$ cat src/core/ovr_defs.svh
// constants for the over-range status and auxiliary clock output block
`ifndef OVR_DEFS_SVH
`define OVR_DEFS_SVH

`define OVR_SAMPLE_W      12       // width of a channel magnitude sample
`define OVR_PULSE_W       4        // width of the minimum pulse setting
`define OVR_SEL_W         2        // width of a clock source select code
`define OVR_SEL_OFF       2'h0     // no clock, over-range status on the pin
`define OVR_SEL_COPY      2'h1     // undivided reference copy
`define OVR_SEL_DIV2      2'h2     // reference divided by two
`define OVR_SEL_DIV4      2'h3     // reference divided by four
`define OVR_VAR_SINGLE    2'h0     // one-channel variant
`define OVR_VAR_DUAL      2'h1     // two-channel variant
`define OVR_VAR_QUAD      2'h2     // four-channel variant
`define OVR_STRAP_RST     2'h0     // strap latch value while in reset
`define OVR_DIV_CNT_RST   2'h0     // divider counter reset value
`define OVR_PULSE_CNT_RST 4'h0     // stretch counter reset value

`endif

$ cat src/core/ovr_pkg.sv
// types shared by the over-range status and auxiliary clock output block
`include "ovr_defs.svh"

package ovr_pkg;

  // one magnitude sample per channel, a..d
  typedef struct packed {
    logic [`OVR_SAMPLE_W-1:0] a;
    logic [`OVR_SAMPLE_W-1:0] b;
    logic [`OVR_SAMPLE_W-1:0] c;
    logic [`OVR_SAMPLE_W-1:0] d;
  } sample_set_t;

  // register override of the auxiliary clock routing
  typedef struct packed {
    logic                  enable;  // override the straps
    logic [`OVR_SEL_W-1:0] sel_c;   // source for the channel c pin
    logic [`OVR_SEL_W-1:0] sel_d;   // source for the channel d pin
  } clock_override_t;

  // device channel-count variants
  typedef enum logic [1:0] {
    VAR_SINGLE = 2'b00,
    VAR_DUAL   = 2'b01,
    VAR_QUAD   = 2'b10,
    VAR_SPARE  = 2'b11
  } variant_t;

endpackage

$ cat src/core/overrange_stretch.sv
// one channel of over-range compare with minimum pulse stretch
`timescale 1ns/10ps
`include "ovr_defs.svh"

module overrange_stretch (
  input  wire logic                     clk_in,
  input  wire logic                     rst_in,
  input  wire logic                     enable_in,
  input  wire logic [`OVR_SAMPLE_W-1:0] sample_in,
  input  wire logic [`OVR_SAMPLE_W-1:0] threshold_in,
  input  wire logic [`OVR_PULSE_W-1:0]  min_pulse_in,
  output logic                          flag_out
);

  logic                    flag_r;     // registered status
  logic                    flag_nxt;
  logic [`OVR_PULSE_W-1:0] hold_r;     // cycles still to hold after the input drops
  logic [`OVR_PULSE_W-1:0] hold_nxt;
  logic                    beyond;     // sample above threshold

  ////////////////////////////////////////////////////////////////////////////
  // next state: reload the hold count while beyond, then count it down
  always_comb begin
    beyond   = enable_in && (sample_in > threshold_in);
    hold_nxt = hold_r;
    flag_nxt = 1'b0;
    if (!enable_in) begin
      // disabled channel reads low and forgets any pending hold
      hold_nxt = `OVR_PULSE_CNT_RST;
    end else if (beyond) begin
      hold_nxt = min_pulse_in;
      flag_nxt = 1'b1;
    end else if (hold_r != `OVR_PULSE_CNT_RST) begin
      hold_nxt = hold_r - 1'b1;
      flag_nxt = 1'b1;
    end
  end

  ////////////////////////////////////////////////////////////////////////////
  // registers
  always_ff @(posedge clk_in or posedge rst_in) begin
    if (rst_in) begin
      flag_r <= 1'b0;
      hold_r <= `OVR_PULSE_CNT_RST;
    end else begin
      flag_r <= flag_nxt;
      hold_r <= hold_nxt;
    end
  end

  assign flag_out = flag_r;

endmodule

$ cat src/core/overrange_status_and_aux_clock_out.sv
// over-range status pins and auxiliary reference clock outputs
`timescale 1ns/10ps
`include "ovr_defs.svh"

module overrange_status_and_aux_clock_out (
  input  wire logic                     clk_in,
  input  wire logic                     rst_in,
  input  wire ovr_pkg::sample_set_t     samples_in,
  input  wire logic [`OVR_SAMPLE_W-1:0] overrange_threshold_in,
  input  wire logic [`OVR_PULSE_W-1:0]  overrange_min_pulse_in,
  input  wire ovr_pkg::variant_t        variant_in,
  input  wire logic [`OVR_SEL_W-1:0]    aux_clock_select_in,
  input  wire ovr_pkg::clock_override_t clock_override_in,
  input  wire logic                     pll_enable_in,
  input  wire logic                     power_down_in,
  input  wire logic                     ref_select_se_in,
  input  wire logic                     ref_clock_diff_in,
  input  wire logic                     ref_clock_se_in,
  output logic                          over_range_out_a,
  output logic                          over_range_out_b,
  output logic                          over_range_out_c,
  output logic                          over_range_out_d,
  output logic                          reference_clock_out,
  output logic                          pll_active_out,
  output logic                          pll_bypass_out,
  output logic                          powered_down_out
);

  import ovr_pkg::*;

  ////////////////////////////////////////////////////////////////////////////
  // timing summary
  //   each input is taken on the rising edge of clk_in, save pll_enable_in and power_down_in on their status pins; there is no handshake
  //   a sample beyond the threshold shows on its pin after the next edge
  //   the stretch keeps the flag up for the pulse setting plus one cycle
  //   the reference pin repeats the selected input one cycle late
  //   the c and d copy levels are registered, so they lag the input by one
  //   cycle as well; the divided levels lag by two, one cycle behind the reference pin
  //
  // pin routing for c and d
  //   override off: the caught straps choose; zero means status on both pins
  //   override off, straps non-zero: d carries the undivided copy only
  //   override on: sel_c and sel_d choose each pin on its own
  //   a d clock is refused unless c clocks too; the pin then sits low
  //   a chosen clock stopped by power-down or pll disable sits low, it does
  //   not fall back to status, so the board never mistakes a stopped clock
  //   for an over-range event
  //
  // power-down
  //   clears every stretch counter and flag, zeroes the reference pin and
  //   parks the divider at zero so the divided copies restart in phase
  //   the pll status pins simply mirror the enable input
  //
  // trade-off
  //   the status path bypasses the pin flop through a registered route bit,
  //   keeping one cycle of latency on all four flags at the cost of a mux
  //   behind the flops on the c and d pins
  //
  // limitations
  //   the reference is oversampled on clk_in, so it must run well below half
  //   the clock rate; faster references alias into a wrong count
  //   straps are caught once after reset; later strap changes need a reset
  //   the spare variant code behaves as the single-channel part
  //   the threshold and pulse setting are shared by all four channels
  //   a pulse setting changed mid-event applies from the next beyond sample

  ////////////////////////////////////////////////////////////////////////////
  // picks a clock level out of the reference and its divided copies
  function automatic logic clock_pick(input logic [`OVR_SEL_W-1:0] sel,
                                      input logic                  ref_lvl,
                                      input logic [1:0]            cnt);
    logic res;
    res = 1'b0;
    case (sel)
      `OVR_SEL_COPY: res = ref_lvl;
      `OVR_SEL_DIV2: res = cnt[0];
      `OVR_SEL_DIV4: res = cnt[1];
      default:       res = 1'b0;
    endcase
    return res;
  endfunction

  // strap latch
  logic [`OVR_SEL_W-1:0] strap_r;       // straps caught after reset release
  logic [`OVR_SEL_W-1:0] strap_nxt;
  logic                  strap_done_r;  // straps have been caught
  logic                  strap_done_nxt;

  // reference repeat and divider
  logic                  ref_level;     // currently selected reference input
  logic                  ref_prev_r;    // reference level one cycle ago
  logic                  ref_prev_nxt;
  logic [1:0]            div_cnt_r;     // free-running reference edge counter
  logic [1:0]            div_cnt_nxt;

  // output routing
  logic                  active;        // pll enabled and not powered down
  logic [`OVR_SEL_W-1:0] sel_c;         // effective channel c source
  logic [`OVR_SEL_W-1:0] sel_d;         // effective channel d source
  logic                  clock_on_c;    // channel c pin carries a clock
  logic                  clock_on_d;    // channel d pin carries a clock
  logic                  en_b;          // channel b detection exists
  logic                  en_cd;         // channel c/d detection exists
  logic                  flag_a;        // stretched status per channel
  logic                  flag_b;
  logic                  flag_c;
  logic                  flag_d;

  // registered pins
  logic                  pin_c_r;
  logic                  pin_c_nxt;
  logic                  pin_d_r;
  logic                  pin_d_nxt;
  logic                  route_c_r;     // pin c shows status, not a clock
  logic                  route_c_nxt;
  logic                  route_d_r;     // pin d shows status, not a clock
  logic                  route_d_nxt;
  logic                  ref_out_r;
  logic                  ref_out_nxt;

  ////////////////////////////////////////////////////////////////////////////
  // straps are caught on the first clock after reset, never by the reset itself
  always_comb begin
    strap_nxt      = strap_r;
    strap_done_nxt = 1'b1;
    if (!strap_done_r) begin
      strap_nxt = aux_clock_select_in;
    end
  end

  always_ff @(posedge clk_in or posedge rst_in) begin
    if (rst_in) begin
      strap_r      <= `OVR_STRAP_RST;
      strap_done_r <= 1'b0;
    end else begin
      strap_r      <= strap_nxt;
      strap_done_r <= strap_done_nxt;
    end
  end

  ////////////////////////////////////////////////////////////////////////////
  // reference selection and divider; the reference is sampled on clk_in, so
  // it must stay well below half the clock rate to be repeated faithfully
  always_comb begin
    ref_level    = ref_select_se_in ? ref_clock_se_in : ref_clock_diff_in;
    active       = pll_enable_in && !power_down_in;
    ref_prev_nxt = ref_level;
    div_cnt_nxt  = div_cnt_r;
    if (power_down_in) begin
      // counter is cleared and held at zero in power-down so the copies restart in phase
      div_cnt_nxt = `OVR_DIV_CNT_RST;
    end else if (ref_level && !ref_prev_r) begin
      div_cnt_nxt = div_cnt_r + 2'h1;
    end
    ref_out_nxt = active && ref_level;
  end

  always_ff @(posedge clk_in or posedge rst_in) begin
    if (rst_in) begin
      ref_prev_r <= 1'b0;
      div_cnt_r  <= `OVR_DIV_CNT_RST;
      ref_out_r  <= 1'b0;
    end else begin
      ref_prev_r <= ref_prev_nxt;
      div_cnt_r  <= div_cnt_nxt;
      ref_out_r  <= ref_out_nxt;
    end
  end

  ////////////////////////////////////////////////////////////////////////////
  // per-channel detection, gated by the channel-count variant
  always_comb begin
    en_b  = (variant_in == VAR_DUAL) || (variant_in == VAR_QUAD);
    en_cd = (variant_in == VAR_QUAD);
  end

  // channel a exists in every variant; power-down parks it
  overrange_stretch u_stretch_a (
    .clk_in       (clk_in),
    .rst_in       (rst_in),
    .enable_in    (!power_down_in),
    .sample_in    (samples_in.a),
    .threshold_in (overrange_threshold_in),
    .min_pulse_in (overrange_min_pulse_in),
    .flag_out     (flag_a)
  );

  // channel b only in the dual and quad variants
  overrange_stretch u_stretch_b (
    .clk_in       (clk_in),
    .rst_in       (rst_in),
    .enable_in    (!power_down_in && en_b),
    .sample_in    (samples_in.b),
    .threshold_in (overrange_threshold_in),
    .min_pulse_in (overrange_min_pulse_in),
    .flag_out     (flag_b)
  );

  // channels c and d only in the quad variant
  overrange_stretch u_stretch_c (
    .clk_in       (clk_in),
    .rst_in       (rst_in),
    .enable_in    (!power_down_in && en_cd),
    .sample_in    (samples_in.c),
    .threshold_in (overrange_threshold_in),
    .min_pulse_in (overrange_min_pulse_in),
    .flag_out     (flag_c)
  );

  overrange_stretch u_stretch_d (
    .clk_in       (clk_in),
    .rst_in       (rst_in),
    .enable_in    (!power_down_in && en_cd),
    .sample_in    (samples_in.d),
    .threshold_in (overrange_threshold_in),
    .min_pulse_in (overrange_min_pulse_in),
    .flag_out     (flag_d)
  );

  ////////////////////////////////////////////////////////////////////////////
  // source choice for the c and d pins; override wins over the straps
  always_comb begin
    if (clock_override_in.enable) begin
      sel_c = clock_override_in.sel_c;
      sel_d = clock_override_in.sel_d;
    end else begin
      sel_c = strap_r;
      // straps only ever give d the undivided copy
      sel_d = (strap_r != `OVR_SEL_OFF) ? `OVR_SEL_COPY : `OVR_SEL_OFF;
    end
    clock_on_c = active && (sel_c != `OVR_SEL_OFF);
    // d may clock only alongside c, so a lone clock must use c
    clock_on_d = clock_on_c && (sel_d != `OVR_SEL_OFF);
    if (clock_on_c) begin
      pin_c_nxt = clock_pick(sel_c, ref_level, div_cnt_r);
    end else begin
      // clock chosen but stopped by power-down or pll disable: hold low
      pin_c_nxt = 1'b0;
    end
    if (clock_on_d) begin
      pin_d_nxt = clock_pick(sel_d, ref_level, div_cnt_r);
    end else begin
      // a d clock without a c clock is refused and holds the pin low
      pin_d_nxt = 1'b0;
    end
    // a pin with no clock source chosen shows its channel status instead
    route_c_nxt = (sel_c == `OVR_SEL_OFF);
    route_d_nxt = (sel_d == `OVR_SEL_OFF);
  end

  always_ff @(posedge clk_in or posedge rst_in) begin
    if (rst_in) begin
      pin_c_r   <= 1'b0;
      pin_d_r   <= 1'b0;
      route_c_r <= 1'b0;
      route_d_r <= 1'b0;
    end else begin
      pin_c_r   <= pin_c_nxt;
      pin_d_r   <= pin_d_nxt;
      route_c_r <= route_c_nxt;
      route_d_r <= route_d_nxt;
    end
  end

  ////////////////////////////////////////////////////////////////////////////
  // outputs; a and b come straight from the stretch flops
  assign over_range_out_a    = flag_a;
  assign over_range_out_b    = flag_b;
  // status goes straight from the stretch flop so c and d share the latency
  // of a and b; the route bit and the clock level are both registered
  assign over_range_out_c    = route_c_r ? flag_c : pin_c_r;
  assign over_range_out_d    = route_d_r ? flag_d : pin_d_r;
  assign reference_clock_out = ref_out_r;
  assign pll_active_out      = pll_enable_in;
  assign pll_bypass_out      = !pll_enable_in;
  assign powered_down_out    = power_down_in;

endmodule

$ cat config.mk
export PLATFORM = sky130hd
export DESIGN_NAME = overrange_status_and_aux_clock_out
export DESIGN_NICKNAME = d
export VERILOG_FILES = /design/src/core/ovr_pkg.sv /design/src/core/overrange_stretch.sv /design/src/core/overrange_status_and_aux_clock_out.sv
export VERILOG_INCLUDE_DIRS = /design/src /design/src/core
export SDC_FILE = /design/constraint.sdc
export NUM_CORES = 1
export LEC_CHECK = 0
export ABC_CLOCK_PERIOD_IN_PS = 3800
export BUFFER_PORTS_ARGS = -buffer_cell sky130_fd_sc_hd__buf_2
export CAP_MARGIN = 10
export CORE_MARGIN = 2
export CORE_UTILIZATION = 40
export DETAILED_ROUTE_END_ITERATION = 10
export PLACE_DENSITY = 0.73
export SLEW_MARGIN = 20
export SYNTH_ARGS = -nofsm -noshare
export SYNTH_HDL_FRONTEND = slang
export SYNTH_SLANG_ARGS = --single-unit
export TNS_END_PERCENT = 20
$ cat constraint.sdc
create_clock -name clk_in -period 3.8 [get_ports clk_in]
set_input_delay 0.76 -clock clk_in [delete_from_list [all_inputs] [get_ports clk_in]]
set_output_delay 0.76 -clock clk_in [all_outputs]
set_load 0.01 [all_outputs]
=== Yosys cells after proc, flatten, opt, wreduce, memory -nomap -nowiden ===
Index checks and enable logic that the tools add are counted.

* Word-level logic and storage cells: 99
* Output and inout bits: 8
* Flip-flop bits (word level): 31

* Eq/ne operators: 11
* Reductions and logical operators: 26
* $lt $le $gt $ge: 4
* Muxes and demuxes: 36
* Add/subtract/negate cells: 5

{| class="wikitable"
|+ Operators by type and width
! kind !! number
|-
| $gt A12 B12 Y1 || 4
|-
| $mux W4 || 12
|-
| $mux W1 || 18
|-
| $reduce_bool A4 Y1 || 4
|-
| $sub A4 B1 Y4 const B || 4
|-
| $logic_and A1 B1 Y1 || 11
|-
| $eq A2 B2 Y1 const B || 5
|-
| $mux W2 || 4
|-
| $reduce_bool A2 Y1 || 4
|-
| $eq A2 B1 Y1 const B || 3
|-
| $ne A3 B3 Y1 const B || 2
|-
| $pmux W1 S3 || 2
|-
| $logic_not A2 Y1 || 2
|-
| $logic_not A1 Y1 || 3
|-
| $ne A3 B1 Y1 const B || 1
|-
| $reduce_bool A3 Y1 || 1
|-
| $add A2 B1 Y2 const B || 1
|-
| $logic_or A1 B1 Y1 || 1
|}

=== Longest topological paths before layout ===
* Word-level depth: 6
* Depth in mapped cells: 7

=== Modules after synthesis ===
From an unflattened synthesis, not the netlist that was laid out.

* Cells, all modules: 381
* Area, all modules: 3299.4 µm²

{| class="wikitable"
|+ Modules (own cells, without submodules)
! module !! instances !! cells an instance !! area each (µm²) !! seq. area each (µm²)
|-
| overrange_stretch || 4 || 82 || 684.4 || 125.1
|-
| overrange_status_and_aux_clock_out || 1 || 53 || 561.8 || 275.3
|}

=== Worst setup path after synthesis ===
No wires, ideal clock.

* Path type: input to register
* Start: input port overrange_threshold_in[3]
* End: register u_stretch_a.hold_r[2]
* Stages on the path: 7
* Arrival time: 2138 ps
* Setup time: 138 ps
* Slack: 1524 ps
* Required time: 3662 ps
* Cells stage by stage: inv_1 > ha_1 > a21oi_2 > a311oi_2 > a2111oi_4 > nand2b_4 > a311oi_2

* Word-level cells in the longest chain between the ends: 4

{| class="wikitable"
|+ RTL lines
! what !! line !! text
|-
| from (decl) || overrange_status_and_aux_clock_out.sv:9 || <nowiki>input wire logic [`OVR_SAMPLE_W-1:0] overrange_threshold_in,</nowiki>
|-
| $gt A12 B12 Y1 * || overrange_stretch.sv:24 || <nowiki>beyond = enable_in && (sample_in > threshold_in);</nowiki>
|-
| $logic_and A1 B1 Y1 * || overrange_stretch.sv:24 ||
|-
| $mux W4 || overrange_stretch.sv:30 || <nowiki>end else if (beyond) begin</nowiki>
|-
| $mux W4 || overrange_stretch.sv:27 || <nowiki>if (!enable_in) begin</nowiki>
|-
| to (signal assigned) || overrange_stretch.sv:44 || <nowiki>hold_r <= `OVR_PULSE_CNT_RST;</nowiki>
|-
| to (signal assigned) || overrange_stretch.sv:47 || <nowiki>hold_r <= hold_nxt;</nowiki>
|-
| to (decl) || overrange_stretch.sv:17 || <nowiki>logic [`OVR_PULSE_W-1:0] hold_r;</nowiki>
|}

Mark *: on every way between the ends. The rest lies on a longest branch, timed or not.
A chain may end at the register's enable or synchronous reset.

=== Worst setup path after layout ===
* Start: input port overrange_threshold_in[3]
* End: register u_stretch_a.flag_r, in the netlist u_stretch_a.flag_out

* Word-level cells in the longest chain between the ends: 4

{| class="wikitable"
|+ RTL lines
! what !! line !! text
|-
| $gt A12 B12 Y1 || overrange_stretch.sv:24 ||
|-
| $logic_and A1 B1 Y1 || overrange_stretch.sv:24 ||
|-
| $mux W1 || overrange_stretch.sv:30 ||
|-
| $mux W1 || overrange_stretch.sv:27 ||
|-
| via u_stretch_a.flag_nxt || overrange_stretch.sv:16 || <nowiki>logic flag_nxt;</nowiki>
|-
| to (signal assigned) || overrange_stretch.sv:46 || <nowiki>flag_r <= flag_nxt;</nowiki>
|-
| to (decl) || overrange_stretch.sv:15 || <nowiki>logic flag_r;</nowiki>
|}

The timed path passes the listed nets, and every way through them passes these cells.

==> metrics <==
status complete, no violations; CTS Buf Count 5; Die Area 7900 sq um; Layout Nets roughly 530; DRT Pass-1 Iters 4; Post-synth ARST share 100%; Post-Syn Area per Cell 9.30 sq um; sequential power share ~36%; DR vias 2577; post-synth cell types 43; Post-Synth Simple-Gate Area 17.2%; RSZ-0062 raised after global routing false; post-route ant nets 0; number of global-route vias before repair 2503; final wirelength 6830 microns; Die Span Y slightly below 90 microns; Seq/Total Area, Yosys 26.9%; Port Buf Inserts 87; final hold vios 0; mux cell area share after synthesis 4.56%; pin count of the biggest net entering global routing 27; Slew HR ~38%; first-pass GRT wire length 11000 microns; Initial Util about two fifths; f_max 443 MHz; Tcrit/Tclk final 59.4%; largest family of logic cells by synthesized area adder cells; LEAKAGE 0.00172 uW; Slew Limit Fails 0; post-detail-place hpwl ~5700 microns; ranking of synthesized cells by area dfrtp_1 (27%), ha_1 (23%), a21oi_1 (5.4%); most frequent cells after synthesis ha_1 (53), inv_1 (32), a21oi_1 (31), dfrtp_1 (31); Post-synth top flop dfrtp_1; worst skew pair latency between 200 and 300 ps; Sum Neg Setup Slack 0 ps; Hold-fix buffers, CTS 0; clk root buf clkbuf_8; share of layout cells above drive strength 1 31.3%; WP data arrival 2410 ps; Max H-tree Level 2; Net Switching around 370 uW; Compound-Gate Fraction of Synth Area 21.2%; worst setup path class primary input to flip-flop; Gates resized, CTS repair 0; Antenna Diode Count 0; core area 6870 sq um; number of synthesized flops with an enable pin 0; Critical Path RT 3950 ps; Filler cells 634; Cells after Synth 310; TritonCTS clock tree done; worst-path fanout max 7; utilization after layout between 50% and 60%; initial antenna violation count 0; Tmin final 2260 ps; maximum VDD drop 0.000176 V; Ys Warns 0; FP Rows 30; worst clock skew approximately 9.7 ps; register bit count reported by yosys 31; Crit. End Element flip-flop; Synth Area in XOR/XNOR 1.82%; Synth Cell Area 2880 sq um; Synth area leader dfrtp_1; gr usage total approximately 18%; max-capacitance violation count 0; routed length per instance 13.8 microns; GP Congestion 0.874; Yosys top cell area share a little over a quarter; internal power 709 uW; clock power share 27.4%; Clock Pin Slew Worst Setup and Hold Paths 70 ps; Comb pwr share 36.3%; post-synthesis net count 443; Iteration-0 DRC Markers 149; clock buffer depth 2; Power Density 305 nW/um^2; Die Span X 88.9 microns; switch share 34.1%; I/O Pins 88; total gr overflow 0; count leader, synth ha_1; # DRC 0; Slew @ Worst Pin 929 ps; CP Launch Type primary input; Final setup viols 0; Vias/cell roughly 5.2; synthesis-to-layout area growth 22.1%; clock sinks 31; Min-Delay Path Class flip-flop to flip-flop; post-synthesis adder-cell area fraction 23.0%; post-CTS setup repair buffer count 0
## worst max-delay path, cell delays in order
cell	delay [ps]
buf_2	100
inv_1	120
ha_1	300
a21oi_2	170
a311oi_2	130
a2111oi_4	520
nand2b_4	240
a21oi_1	70
## sequential cells by signal, summed over array words and instances (netlist names), 2 cells and up
signal	cells
div_cnt_r	2
strap_r	2
u_stretch_a.hold_r	4
u_stretch_b.hold_r	4
u_stretch_c.hold_r	4
u_stretch_d.hold_r	4
## power groups by stage
stage / clock [uW] / combinational, uW / sequential, uW
3_5_place_dp: 0 / 387 / 393
4_1_cts: 296 / 391 / 388
5_1_grt: 314 / 438 / 392
2_1_floorplan: 0 / 271 / 391
6_report: 295 / 390 / 390
3_3_place_gp: 0 / 372 / 391
## path summary, 6_finish.rpt
kind                                              startpoint                                end  slack [ps]  cells after the start
min in group asynchronous                             rst_in                route_c_r$_DFF_PP0_         550                      2
min                                   strap_r[1]$_DFFE_PP0N_             strap_r[1]$_DFFE_PP0N_         530                      1
max in group asynchronous                             rst_in  u_stretch_d.hold_r[2]$_DFFE_PP0P_        2700                      3
max reg2reg                u_stretch_a.hold_r[0]$_DFFE_PP0P_  u_stretch_a.hold_r[1]$_DFFE_PP0P_        2060                      7
min reg2reg                           strap_r[1]$_DFFE_PP0N_             strap_r[1]$_DFFE_PP0N_         530                      1
max                                overrange_threshold_in[3]     u_stretch_a.flag_out$_DFF_PP0_        1540                      8
## layout make-up
| type | instances | area (sq um) | share of cell area [%] |
|---|---|---|---|
| Clock buffer | 7 | 96.3 | 2.74 |
| Clock inverter | 1 | 7.51 | 0.213 |
| Inverter | 32 | 120 | 3.41 |
| Multi-Input combinational cell | 241 | 1960 | 55.6 |
| Sequential cell | 31 | 776 | 22.0 |
| Tap cell | 96 | 120 | 3.41 |
| Timing Repair Buffer | 88 | 443 | 12.6 |
## cells by family (layout without fill, tap and decap cells)
kind of cell | after synthesis | in the layout
flip-flops | 31 | 31
buffers and inverters | 38 | 128
adder cells (fa/ha/maj) | 53 | 53
AO/OA/AOI/OAI | 82 | 82
other | 1 | 1
AND/OR/NAND/NOR | 87 | 87
multiplexers | 12 | 12
XOR/XNOR | 6 | 6
## per-layer routing
layer  share of wire, %  GRT usage, %
met2                 49          30.8
met4                1.9          5.51
met3                3.8          2.59
met1                 45          23.4
met5                  0             0
## stage by stage
stage,setup slack [ps],std cells,power (uW),hold slack [ps],cell area [sq um]
2_1_floorplan,1520,310,662,499,2880
3_3_place_gp,1310,488,763,514,3420
3_5_place_dp,1220,488,780,520,3420
4_1_cts,1540,496,1070,535,3520
5_1_grt,1420,496,1140,543,3520
6_report,1540,496,1070,532,3520
## cell usage in the layout, fill, tap and decap left out, drive strengths merged, types with 5 or more instances in the layout
cell and n:
buf 88, ha 53, a21oi 33, inv 31, dfrtp 31, o21ai 17
nand2 14, nor3 13, nor2 12, nand3 9, mux2 9, nand4 8
nand3b 7, clkbuf 7, a211oi 7, nand2b 6, a31oi 5, xnor2 5
and3 5
No activity file was read; power rests on OpenSTA's default activity.
